## src/verilog/pmsmb_pkg.sv

```systemverilog
`default_nettype none
package pmsmb_pkg;
    // Configuration byte offsets
    localparam logic [7:0] PM_BASE_OFF = 8'h40;
    localparam logic [7:0] PM_MISC_OFF = 8'h80;
    localparam logic [7:0] SMB_BASE_OFF = 8'h90;
    localparam logic [7:0] HOST_CFG_OFF = 8'hd2;
    localparam logic [7:0] SLV_CMD_OFF = 8'hd3;
    localparam logic [7:0] SHDW1_OFF = 8'hd4;
    localparam logic [7:0] SHDW2_OFF = 8'hd5;
    localparam logic [7:0] REV_OFF = 8'hd6;
    // Field positions
    localparam int unsigned PM_IO_SE_BIT = 0;
    localparam int unsigned HOST_EN_BIT = 0;
    localparam int unsigned IRQ_SEL_LSB = 1;
    localparam int unsigned SMB_BASE_LSB = 4;
    localparam int unsigned PM_BASE_LSB = 6;
    localparam int unsigned IO_ADDR_MSB = 15;
    localparam int unsigned SMB_BASE_W = IO_ADDR_MSB - SMB_BASE_LSB + 1;
    localparam int unsigned PM_BASE_W = IO_ADDR_MSB - PM_BASE_LSB + 1;
    // Interrupt route codes
    localparam logic [2:0] IRQ_SEL_MGMT = 3'h0;
    localparam logic [2:0] IRQ_SEL_NINE = 3'h4;
    // Reset values
    localparam logic [7:0] BYTE_RST = 8'h00;
    localparam logic [SMB_BASE_W-1:0] SMB_BASE_RST = 12'h000;
    localparam logic [PM_BASE_W-1:0] PM_BASE_RST = 10'h000;
    localparam logic [2:0] IRQ_SEL_RST = 3'h0;
    localparam logic [31:0] WORD_ZERO = 32'h0000_0000;
    localparam logic RES_TYPE_IO = 1'b1;
    localparam logic [1:0] WORD_LANE_BYTE0 = 2'h0;
    localparam logic [1:0] WORD_LANE_BYTE1 = 2'h1;

    typedef struct packed {
        logic wr;
        logic rd;
        logic [7:0] addr;
        logic [3:0] be;
        logic [31:0] wdata;
    } pmsmb_cfg_req_type;

    typedef struct packed {
        logic valid;
        logic [15:0] addr;
    } pmsmb_io_req_type;

    typedef struct packed {
        logic valid;
        logic [6:0] addr;
        logic rw;
        logic [7:0] cmd;
    } pmsmb_slv_req_type;
endpackage : pmsmb_pkg
`default_nettype wire

```

## src/verilog/pmsmb_config_regs.sv

```systemverilog
`default_nettype none
module pmsmb_config_regs
    import pmsmb_pkg::*;
#(
    // Arbitrary revision value
    parameter logic [7:0] REV_CODE = 8'h5a
) (
    // Clock and reset
    input wire logic clk,
    input wire logic rstn,
    // Configuration access
    input wire pmsmb_cfg_req_type cfg_req,
    output logic [31:0] cfg_rdata,
    output logic cfg_rvalid,
    // I/O decode
    input wire logic function_io_space_enable,
    input wire pmsmb_io_req_type io_req,
    output logic pm_io_claim,
    output logic smbus_io_claim,
    // SMBus controller control
    input wire logic smbus_irq_event,
    output logic smbus_host_enable,
    output logic system_mgmt_interrupt,
    output logic legacy_irq_nine,
    // Slave matching
    input wire pmsmb_slv_req_type slv_req,
    output logic slave_result_valid,
    output logic command_hit,
    output logic shadow_one_hit,
    output logic shadow_two_hit
);
    logic pm_io_space_enable_reg;
    logic [PM_BASE_W-1:0] pm_base_reg;
    logic [SMB_BASE_W-1:0] smb_base_reg;
    logic [2:0] smbus_irq_select_reg;
    logic smbus_host_enable_reg;
    logic [7:0] slave_command_match_reg;
    logic [7:0] shadow_one_reg;
    logic [7:0] shadow_two_reg;
    logic [31:0] cfg_rdata_reg;
    logic [31:0] cfg_rdata_next;
    logic cfg_rvalid_reg;
    logic pm_io_claim_reg;
    logic smbus_io_claim_reg;
    logic mgmt_int_reg;
    logic irq_nine_reg;
    logic [7:0] misc_wbyte;
    logic [7:0] host_wbyte;
    logic slave_valid_reg;
    logic cmd_hit_reg;
    logic shdw1_hit_reg;
    logic shdw2_hit_reg;

    // Write strobe for one byte of configuration space
    function automatic logic lane_hit(input pmsmb_cfg_req_type req, input logic [7:0] off);
        lane_hit = req.wr && (req.addr[7:2] == off[7:2]) && req.be[off[1:0]];
    endfunction : lane_hit

    function automatic logic [7:0] lane_byte(input pmsmb_cfg_req_type req,
                                             input logic [7:0] off);
        lane_byte = req.wdata[{off[1:0], 3'h0} +: 8];
    endfunction : lane_byte

    function automatic logic [31:0] place_byte(input logic [7:0] val, input logic [7:0] off);
        place_byte = WORD_ZERO;
        place_byte[{off[1:0], 3'h0} +: 8] = val;
    endfunction : place_byte

    function automatic logic word_sel(input logic [7:0] addr, input logic [7:0] off);
        word_sel = (addr[7:2] == off[7:2]);
    endfunction : word_sel

    // Function results cannot be bit-selected, so the lanes are named here
    assign misc_wbyte = lane_byte(cfg_req, PM_MISC_OFF);
    assign host_wbyte = lane_byte(cfg_req, HOST_CFG_OFF);

    // Power-management enable; only bit 0 is kept
    always_ff @(posedge clk or negedge rstn) begin
        if (!rstn) begin
            pm_io_space_enable_reg <= 1'b0;
        end else if (lane_hit(cfg_req, PM_MISC_OFF)) begin
            pm_io_space_enable_reg <= misc_wbyte[PM_IO_SE_BIT];
        end
    end

    // PM base, two low lanes of its dword
    always_ff @(posedge clk or negedge rstn) begin
        if (!rstn) begin
            pm_base_reg <= PM_BASE_RST;
        end else begin
            if (lane_hit(cfg_req, PM_BASE_OFF)) begin
                pm_base_reg[1:0] <= cfg_req.wdata[7:PM_BASE_LSB];
            end
            if (lane_hit(cfg_req, PM_BASE_OFF + 8'h01)) begin
                pm_base_reg[PM_BASE_W-1:2] <= cfg_req.wdata[15:8];
            end
        end
    end

    // SMBus base; upper lanes are hardwired, so writes there are dropped
    always_ff @(posedge clk or negedge rstn) begin
        if (!rstn) begin
            smb_base_reg <= SMB_BASE_RST;
        end else begin
            if (lane_hit(cfg_req, SMB_BASE_OFF)) begin
                smb_base_reg[3:0] <= cfg_req.wdata[7:SMB_BASE_LSB];
            end
            if (lane_hit(cfg_req, SMB_BASE_OFF + 8'h01)) begin
                smb_base_reg[SMB_BASE_W-1:4] <= cfg_req.wdata[15:8];
            end
        end
    end

    always_ff @(posedge clk or negedge rstn) begin
        if (!rstn) begin
            smbus_irq_select_reg <= IRQ_SEL_RST;
            smbus_host_enable_reg <= 1'b0;
        end else if (lane_hit(cfg_req, HOST_CFG_OFF)) begin
            smbus_irq_select_reg <= host_wbyte[IRQ_SEL_LSB +: 3];
            smbus_host_enable_reg <= host_wbyte[HOST_EN_BIT];
        end
    end

    always_ff @(posedge clk or negedge rstn) begin
        if (!rstn) begin
            slave_command_match_reg <= BYTE_RST;
            shadow_one_reg <= BYTE_RST;
            shadow_two_reg <= BYTE_RST;
        end else begin
            if (lane_hit(cfg_req, SLV_CMD_OFF)) begin
                slave_command_match_reg <= lane_byte(cfg_req, SLV_CMD_OFF);
            end
            if (lane_hit(cfg_req, SHDW1_OFF)) begin
                shadow_one_reg <= lane_byte(cfg_req, SHDW1_OFF);
            end
            if (lane_hit(cfg_req, SHDW2_OFF)) begin
                shadow_two_reg <= lane_byte(cfg_req, SHDW2_OFF);
            end
        end
    end

    // Read mux; unmapped dwords read zero
    always_comb begin
        cfg_rdata_next = WORD_ZERO;
        if (word_sel(cfg_req.addr, PM_MISC_OFF)) begin
            cfg_rdata_next = place_byte({7'h00, pm_io_space_enable_reg}, PM_MISC_OFF);
        end else if (word_sel(cfg_req.addr, PM_BASE_OFF)) begin
            cfg_rdata_next = {16'h0000, pm_base_reg, 6'h00};
        end else if (word_sel(cfg_req.addr, SMB_BASE_OFF)) begin
            cfg_rdata_next = {16'h0000, smb_base_reg, 3'h0, RES_TYPE_IO};
        end else if (word_sel(cfg_req.addr, HOST_CFG_OFF)) begin
            cfg_rdata_next = place_byte({4'h0, smbus_irq_select_reg, smbus_host_enable_reg},
                                        HOST_CFG_OFF)
                           | place_byte(slave_command_match_reg, SLV_CMD_OFF);
        end else if (word_sel(cfg_req.addr, SHDW1_OFF)) begin
            cfg_rdata_next = place_byte(shadow_one_reg, SHDW1_OFF)
                           | place_byte(shadow_two_reg, SHDW2_OFF)
                           | place_byte(REV_CODE, REV_OFF);
        end
    end

    always_ff @(posedge clk or negedge rstn) begin
        if (!rstn) begin
            cfg_rdata_reg <= WORD_ZERO;
            cfg_rvalid_reg <= 1'b0;
        end else begin
            cfg_rvalid_reg <= cfg_req.rd;
            if (cfg_req.rd) begin
                cfg_rdata_reg <= cfg_rdata_next;
            end
        end
    end

    // I/O claims; PM range does not look at the function-wide enable
    always_ff @(posedge clk or negedge rstn) begin
        if (!rstn) begin
            pm_io_claim_reg <= 1'b0;
            smbus_io_claim_reg <= 1'b0;
        end else begin
            pm_io_claim_reg <= io_req.valid && pm_io_space_enable_reg
                && (io_req.addr[IO_ADDR_MSB:PM_BASE_LSB] == pm_base_reg);
            smbus_io_claim_reg <= io_req.valid && function_io_space_enable
                && (io_req.addr[IO_ADDR_MSB:SMB_BASE_LSB] == smb_base_reg);
        end
    end

    // Reserved route codes deliver nowhere
    always_ff @(posedge clk or negedge rstn) begin
        if (!rstn) begin
            mgmt_int_reg <= 1'b0;
            irq_nine_reg <= 1'b0;
        end else begin
            mgmt_int_reg <= smbus_irq_event && smbus_host_enable_reg
                && (smbus_irq_select_reg == IRQ_SEL_MGMT);
            irq_nine_reg <= smbus_irq_event && smbus_host_enable_reg
                && (smbus_irq_select_reg == IRQ_SEL_NINE);
        end
    end

    // Shadow hits never match reads, since shadow entries only take writes; the command match ignores rw
    always_ff @(posedge clk or negedge rstn) begin
        if (!rstn) begin
            slave_valid_reg <= 1'b0;
            cmd_hit_reg <= 1'b0;
            shdw1_hit_reg <= 1'b0;
            shdw2_hit_reg <= 1'b0;
        end else begin
            slave_valid_reg <= slv_req.valid;
            cmd_hit_reg <= slv_req.valid && (slv_req.cmd == slave_command_match_reg);
            shdw1_hit_reg <= slv_req.valid && !slv_req.rw
                && ({slv_req.addr, slv_req.rw} == shadow_one_reg);
            shdw2_hit_reg <= slv_req.valid && !slv_req.rw
                && ({slv_req.addr, slv_req.rw} == shadow_two_reg);
        end
    end

    assign cfg_rdata = cfg_rdata_reg;
    assign cfg_rvalid = cfg_rvalid_reg;
    assign pm_io_claim = pm_io_claim_reg;
    assign smbus_io_claim = smbus_io_claim_reg;
    assign smbus_host_enable = smbus_host_enable_reg;
    assign system_mgmt_interrupt = mgmt_int_reg;
    assign legacy_irq_nine = irq_nine_reg;
    assign slave_result_valid = slave_valid_reg;
    assign command_hit = cmd_hit_reg;
    assign shadow_one_hit = shdw1_hit_reg;
    assign shadow_two_hit = shdw2_hit_reg;
endmodule : pmsmb_config_regs
`default_nettype wire

```

## config.mk

```make
export PLATFORM = sky130hd
export DESIGN_NAME = pmsmb_config_regs
export DESIGN_NICKNAME = d
export VERILOG_FILES = /design/src/verilog/pmsmb_pkg.sv /design/src/verilog/pmsmb_config_regs.sv
export SDC_FILE = /design/constraint.sdc
export NUM_CORES = 1
export LEC_CHECK = 0
export BUFFER_PORTS_ARGS = -buffer_cell sky130_fd_sc_hd__buf_2
export CAP_MARGIN = 20
export CORE_AREA = 8 8 100 102
export DETAILED_ROUTE_END_ITERATION = 8
export DIE_AREA = 0 0 108 110
export GPL_TIMING_DRIVEN = 0
export PLACE_DENSITY = 0.8
export SYNTH_ARGS = -nofsm -noshare
export SYNTH_HDL_FRONTEND = slang
export SYNTH_SLANG_ARGS = --single-unit
export TNS_END_PERCENT = 10
```

## constraint.sdc

```tcl
create_clock -name clk -period 4 [get_ports clk]
set_input_delay 0.4 -clock clk [delete_from_list [all_inputs] [get_ports clk]]
set_output_delay 0.4 -clock clk [all_outputs]
set_load 0.005 [all_outputs]
```

Yosys cells after proc, flatten, opt, wreduce, memory -nomap -nowiden:

Cells that the tools add are included.

* flip-flop bits (word level): 92
* input port bits: 84
* output and inout port bits: 42
* logic and storage cells: 65

* equal/unequal tests: 11
* multiplexer cells: 5
* bitwise logic cells: 2
* reduce and logical (&&, ||, !) cells: 27

Operators with widths (count)
* $mux 32: 4
* $or 20x32->32: 1
* $logic_and 1x1->1: 25
* $eq 6x6->1 const B: 4
* $eq 8x8->1: 3
* $mux 23: 1
* $or 8x16->16: 1
* $eq 12x12->1: 1
* $eq 10x10->1: 1
* $eq 6x5->1 const B: 1
* $eq 3x3->1 const B: 1
* $logic_not 3->1: 1
* $logic_not 1->1: 1

Logic depth before layout (Yosys ltp):

Gate-level depths: netlist (run 1).

* word-level depth: 6
* depth in mapped cells: 6
* mapped depth without buffers: 4

Least setup slack after synthesis (run 1):

OpenSTA, ideal clock, no wires.

* path type: input -> register
* from: in cfg_req[38] in the netlist's numbering
* to: reg cfg_rdata_reg[10], in the netlist cfg_rdata[10]
* library setup time: 0.151 ns
* data arrival time: 1.625 ns
* required time: 3.849 ns
* path slack: 2.225 ns
* stages: 6
* buffers on the path: 2
* path through: buf_6 or3_4 or3_1 buf_2 nor2_1 o32ai_2

* word-level cells in the longest chain between the ends: 6
* elaborated cells on any way between the ends: 10
* those cells by class: eq/ne: 5; mux: 5

Ends and longest elaborated chain
* from (decl): line pmsmb_config_regs.sv:12 `input wire pmsmb_cfg_req_type cfg_req,`
* $eq 6x6->1: line pmsmb_config_regs.sv:70 `word_sel = (addr[7:2] == off[7:2]);`
* $mux 23: line pmsmb_config_regs.sv:155 `end else if (word_sel(cfg_req.addr, SHDW1_OFF)) begin`
* $mux 32: line pmsmb_config_regs.sv:151 `end else if (word_sel(cfg_req.addr, HOST_CFG_OFF)) begin`
* $mux 32: line pmsmb_config_regs.sv:149 `end else if (word_sel(cfg_req.addr, SMB_BASE_OFF)) begin`
* $mux 32: line pmsmb_config_regs.sv:147 `end else if (word_sel(cfg_req.addr, PM_BASE_OFF)) begin`
* $mux 32 (*): line pmsmb_config_regs.sv:145 `if (word_sel(cfg_req.addr, PM_MISC_OFF)) begin`
* to (signal assigned): line pmsmb_config_regs.sv:169 `cfg_rdata_reg <= cfg_rdata_next;`
* to (decl): line pmsmb_config_regs.sv:40 `logic [31:0] cfg_rdata_reg;`

Mark *: on every way between the ends. The rest lies on a longest branch, timed or not.
A chain may end at the register's enable or synchronous reset.

Worst setup path after layout (run 1):

* from: in cfg_req[41] in the netlist's numbering
* to: reg shadow_one_reg[3]

* word-level cells in the longest chain between the ends: 3

Ends and longest elaborated chain
* $eq 6x6->1: line pmsmb_config_regs.sv:56 `lane_hit = req.wr && (req.addr[7:2] == off[7:2]) && req.be[off[1:0]];`
* $logic_and 1x1->1 (2 in series): line pmsmb_config_regs.sv:56
* to (signal assigned): line pmsmb_config_regs.sv:134 `shadow_one_reg <= lane_byte(cfg_req, SHDW1_OFF);`
* to (decl): line pmsmb_config_regs.sv:38 `logic [7:0] shadow_one_reg;`

Every way passes these cells.

==> results.cfg, run 1 <==
[status]
status = finished clean

[pwr]
p_leak_uw = 0.002550
powerDensity_mw_per_mm2 = 345.5
max-vdd-ir-drop_mv = 0.2145

[grt]
grt_pass1_vias = 3306
grt_usage = 0.1889
overflow = 0
grt_pass1_wl_um = 17330
grt_max_degree = 67
antenna_found_initial = 3

[sta]
min_period_ns = 1.718
finalCritPeriodShare = 0.4296
max_freq_ghz = 0.5819
setup_slack_ns = 2.282
hold_viol_final = 0
rsz0062_at_grt = false
final.setup.tns_ns = 0
timing.final.max_slew_violations = 0
tightest_slew_ns = 0.9098
relSlewSlack = 0.3935
setup_viol = 0
fin_skew_ns = 0.008758

[synthesis]
synth_cell_type_count = 42
seq_area_frac_synth = 0.5317
syn_avg_cell_area_um2 = 13.26
synth_top_area_cell = dfrtp_1
synth-simple-area-share = 0.09229
synth_top_family_by_area = multiplexers
ys_warn_count = 0
syn_area_mm2 = 0.004189
synthTopCellsByCount = dfrtp_1 (89), mux2_2 (36), xnor2_1 (32)
synth_compound_area_frac = 0.1108
synth-edff-count = 0
yosysTopAreaCellShare = 0.5317
ys_ff_latch = 89
muxShareOfSynthArea = 0.1371
syn_inst = 316
synth_fa_ha_area_frac = 0
ys.flop_type = dfrtp_1
synth_xor_area_frac = 0.09200
synth_most_common_cell = dfrtp_1
async_reset_ff_frac = 1.000
ys_top_cells_by_area = dfrtp_1 (53%), mux2_2 (9.7%), xnor2_1 (6.7%)

[clock_network]
hold_buffers = 1
cts_tree = yes
clock-sinks = 89
post_cts_buffers = 0
clock-root-buffer = clkbuf_8
ctsResizeCount = 0
clk_pin_slew_ns = 0.10
cts.path.max_buffers = 2
clk_latency_ns = 0.35
cts_inserted_buffers = 9
ctsHtreeMaxLevel = 3

[floorplanning]
initial_utilization = 0.4948
num_io_pins = 126
die_y_um = 110
rows = 34
core_area_mm2 = 0.008466
die_x_um = 108
die-area_mm2 = 0.01188

[finish]
syn_to_final_growth_pct = 21.89
drive_above_1_share = 0.4372
largest_reg_flops = 29
n_fill_cell = 733
nets = 525
fin_area_mm2 = 0.005106

[detailed_routing]
post_drt_wl_per_cell_um = 19.34
drc = 0
initialDrtViolationCount = 158
vias_per_cell = 5.384
routed_wl_um = 10740
ant_nets = 0
drt-pass1-iter-count = 4
num_vias = 2988

[setup_path]
worstPathArrival_ns = 1.96
cp-end-kind = flop
crit_top_cell = buf_2
crit_chain = buf_2 -> nand4b_2 -> nor3b_2 -> and3_1 -> buf_2 -> mux2_1
slowest_delay_ns = 0.35
crit_required_ns = 4.24
cp_max_fo = 8
crit_family = simple AND/OR/NAND/NOR gates
critPathKind = input pin to flop
cp_slowest_cell = mux2_1
worst-path-buf-inv = 2
startpoint_type = input pin

[place]
gp_congestion = 0.8118
place_hpwl_um = 8340
dpl_cell_area_mm2 = 0.004913
port_buffers = 111
dp_slack_ns = 1.915

[hold_path]
worstHoldPathType = input pin to flop

[run]
cap_violations = 0
worst register-to-register path, delay by kind of cell, from the launching register on:
kind             cells  cell delay, ns
AND/OR/NAND/NOR      3            0.77
flip-flops           1            0.42
XOR/XNOR             1            0.16
report_power, final:
| part | switching [uW] | total (uW) | internal [uW] |
|---|---|---|---|
| logic | 101 | 210 | 109 |
| clock network | 332 | 563 | 231 |
| registers | 45.4 | 991 | 946 |
| total | 478 | 1760 | 1290 |
layout make-up:
class                   instances  area [um^2]  area share
flip-flops and latches         89         2227      0.4362
multi-input cells             198         1818      0.3560
repair buffers                113        595.6      0.1166
well taps                     108        135.1     0.02646
clock buffers                   9        123.9     0.02426
plain buffers                  16        95.09     0.01862
clock inverters                 7        56.30     0.01103
inverters                      14        52.55     0.01029
diodes                          1        2.502   0.0004901
metal layers:
| layer | share of wire | up-vias | wire length [um] | GRT usage |
|---|---|---|---|---|
| li1 | - | 1407 | - | - |
| met1 | 0.40 | 1447 | 4255 | 0.2256 |
| met2 | 0.48 | 118 | 5195 | 0.3073 |
| met3 | 0.11 | 12 | 1160 | 0.06977 |
| met4 | 0.0099 | 4 | 106 | 0.06838 |
| met5 | 0.0017 | - | 18 | 0 |
cells by family after synthesis:
| kind of cell | after synthesis |
|---|---|
| DFF | 89 |
| other | 1 |
| AOI/OAI and AO/OA | 43 |
| buffers and inverters | 30 |
| and+or+nand+nor | 58 |
| xor gates and xnor gates | 44 |
| muxes | 51 |
final timing paths:
check                                         startpoint  cells after the start                       endpoint  slack [ns]
setup / recovery                             cfg_req[41]                      6  shadow_one_reg[3]$_DFFE_PN0P_        2.28
hold / removal                               slv_req[16]                      1   slave_result_valid$_DFF_PN0_        0.18
setup reg to reg              pm_base_reg[7]$_DFFE_PN0P_                      4          pm_io_claim$_DFF_PN0_        2.55
hold reg to reg            shadow_one_reg[0]$_DFFE_PN0P_                      1       shadow_one_hit$_DFF_PN0_        0.48
max in group asynchronous                           rstn                      3       cfg_rdata[5]$_DFFE_PN0P_        2.89
min in group asynchronous                           rstn                      2      cfg_rdata[14]$_DFFE_PN0P_        0.49
cells in the final DEF, fill, tap and decap left out, types with 3 or more instances in the layout:
master	count
buf_2	114
dfrtp_1	89
mux2_2	36
xnor2_1	32
mux2_1	15
inv_1	14
a22o_1	13
xor2_1	12
nor2_1	12
a221oi_1	10
o32ai_2	10
nand3_1	9
clkbuf_8	9
nand4_1	7
buf_4	7
nor4_1	6
clkbuf_1	5
nor2b_1	4
clkinv_4	4
nor3_1	3
and3_1	3
through the flow:
step,power [uW],hold slack [ns],std cells,util
2_1_floorplan,1110,0.1044,317,-
4_1_cts,1782,0.1658,554,0.6029
5_1_grt,1845,0.1600,555,0.6032
3_5_place_dp,1221,0.3259,537,0.5804
3_3_place_gp,1207,0.4456,536,0.5769
6_report,1764,0.1819,555,0.6032
No activity file was read; power rests on OpenSTA's default activity.
==> run 2, diff against run 1 <==
clock period = 1.7 ns   (was 4 ns; I/O delays follow)
==> results.cfg, run 2 (synthesis gave the netlist of run 1 again) <==
[status]
status = finished clean

[clock_network]
clk_pin_slew_ns = 0.10
ctsHtreeMaxLevel = 3
cts_tree = yes
post_cts_buffers = 0
cts.path.max_buffers = 2
clock-root-buffer = clkbuf_8
clock-sinks = 89
clk_latency_ns = 0.35
cts_inserted_buffers = 9

[sta]
tightest_slew_ns = 0.9416
fin_skew_ns = 0.008478
max_freq_ghz = 0.6728
min_period_ns = 1.486
rsz0062_at_grt = false
setup_viol = 0
relSlewSlack = 0.3723
timing.final.max_slew_violations = 0
hold_ws_ns = 0.03091
finalCritPeriodShare = 0.8744
hold_viol_final = 0

[detailed_routing]
post_drt_wl_per_cell_um = 19.45
initialDrtViolationCount = 164
ant_nets = 0
vias_per_cell = 5.431
drc = 0
drt-pass1-iter-count = 4
routed_wl_um = 10830
num_vias = 3025

[grt]
antenna_found_initial = 3
grt_pass1_wl_um = 17370
overflow = 0
grt_pass1_vias = 3314
grt_max_degree = 67
grt_usage = 0.1893

[pwr]
max-vdd-ir-drop_mv = 0.5128
pwr-share-seq = 0.561
switching_share = 0.2712
comb_power_share = 0.120
total_power_uw = 4156
power.switching_uw = 1127
powerDensity_mw_per_mm2 = 810.7
internal_power_uw = 3029
p_leak_uw = 0.002558
clock_power_share = 0.319

[floorplanning]
num_io_pins = 126
initial_utilization = 0.4948
rows = 34
core_area_mm2 = 0.008466
die_x_um = 108
die_y_um = 110
die-area_mm2 = 0.01188

[setup_path]
worst_r2r_path_depth = 4
startpoint_type = input pin
worstPathArrival_ns = 1.72
cp-end-kind = flop
timing.rr.start = pm_base_reg[7]$_DFFE_PN0P_
crit_required_ns = 1.94
cp_max_fo = 8
reg2reg_to = pm_io_claim$_DFF_PN0_
regToRegSetupSlack_ns = 0.22
critPathKind = input pin to flop

[finish]
syn_to_final_growth_pct = 22.37
layout_common_cells = buf_2 (114), dfrtp_1 (89), mux2_2 (36)
layout_commonest_cell = buf_2
utilization = 0.6055
drive_above_1_share = 0.4353
largest_reg_flops = 29
instances_no_fill = 557
nets = 527
n_fill_cell = 731

[hold_path]
holdPathStages = 2
holdCritStartpoint = cfg_req[2]
min_to = shadow_one_reg[2]$_DFFE_PN0P_
worstHoldPathType = input pin to flop

[place]
port_buffers = 111
dpl.cell_count = 537
gp_congestion = 0.8118
place_hpwl_um = 8340

[run]
cap_violations = 0
-- run 2: what timing repair did --
item                       in CTS  in global routing
hold endpoints to repair       25                  0
setup endpoints to repair       0                  0
gates resized for setup         0                  0
hold buffers                    3                  0
-- run 2: layer usage --
layer / global-route usage / part of all wire / up-vias
li1: - / - / 1410
met1: 0.2256 / 0.40 / 1483
met2: 0.3082 / 0.49 / 117
met3: 0.07035 / 0.098 / 11
met4: 0.06838 / 0.010 / 4
met5: 0 / 0.0017 / -
-- run 2: worst max-delay path by stage --
stage,slack (ns),end,from,cells after the start
after floorplan,0.15,cfg_rdata[10]$_DFFE_PN0P_,cfg_req[38],6
after global placement,-0.28,slave_command_match_reg[6]$_DFFE_PN0P_,rstn,1
after detailed placement,-0.16,shadow_one_reg[1]$_DFFE_PN0P_,cfg_req[41],6
after CTS,0.22,shadow_one_reg[7]$_DFFE_PN0P_,cfg_req[41],6
after global routing,0.11,shadow_one_reg[6]$_DFFE_PN0P_,cfg_req[41],6
final,0.21,shadow_one_reg[3]$_DFFE_PN0P_,cfg_req[41],6
-- run 2: critical path, stage by stage --
cell and delay [ns]:
buf_2 0.15, nand4b_2 0.31, nor3b_2 0.34, and3_1 0.19
buf_2 0.22, mux2_1 0.35
-- run 2: area by class of cell --
cell class / count / area [um^2] / area share
Multi-Input combinational cell: 198 / 1818 / 0.3546
Buffer: 16 / 95.09 / 0.01855
Clock buffer: 9 / 123.9 / 0.02416
Clock inverter: 7 / 56.30 / 0.01098
Tap cell: 108 / 135.1 / 0.02636
Timing Repair Buffer: 115 / 615.6 / 0.1201
Sequential cell: 89 / 2227 / 0.4345
Antenna cell: 1 / 2.502 / 0.0004882
Inverter: 14 / 52.55 / 0.01025
-- run 2: per-stage QoR --
stage	TNS (ns)	setup slack [ns]	area (um^2)
after floorplan	0	0.1546	4193
after global placement	-27.03	-0.2850	4883
after detailed placement	-4.328	-0.1551	4913
after CTS	0	0.2228	5124
after global routing	0	0.1080	5126
final	0	0.2136	5126
-- run 2: power by group through the flow --
stage | registers (uW) | clock network (uW) | logic [uW]
floorplan | 2340 | 0 | 267
global placement | 2370 | 0 | 474
detailed placement | 2370 | 0 | 499
CTS | 2330 | 1360 | 506
global route | 2350 | 1440 | 553
finish | 2330 | 1320 | 498
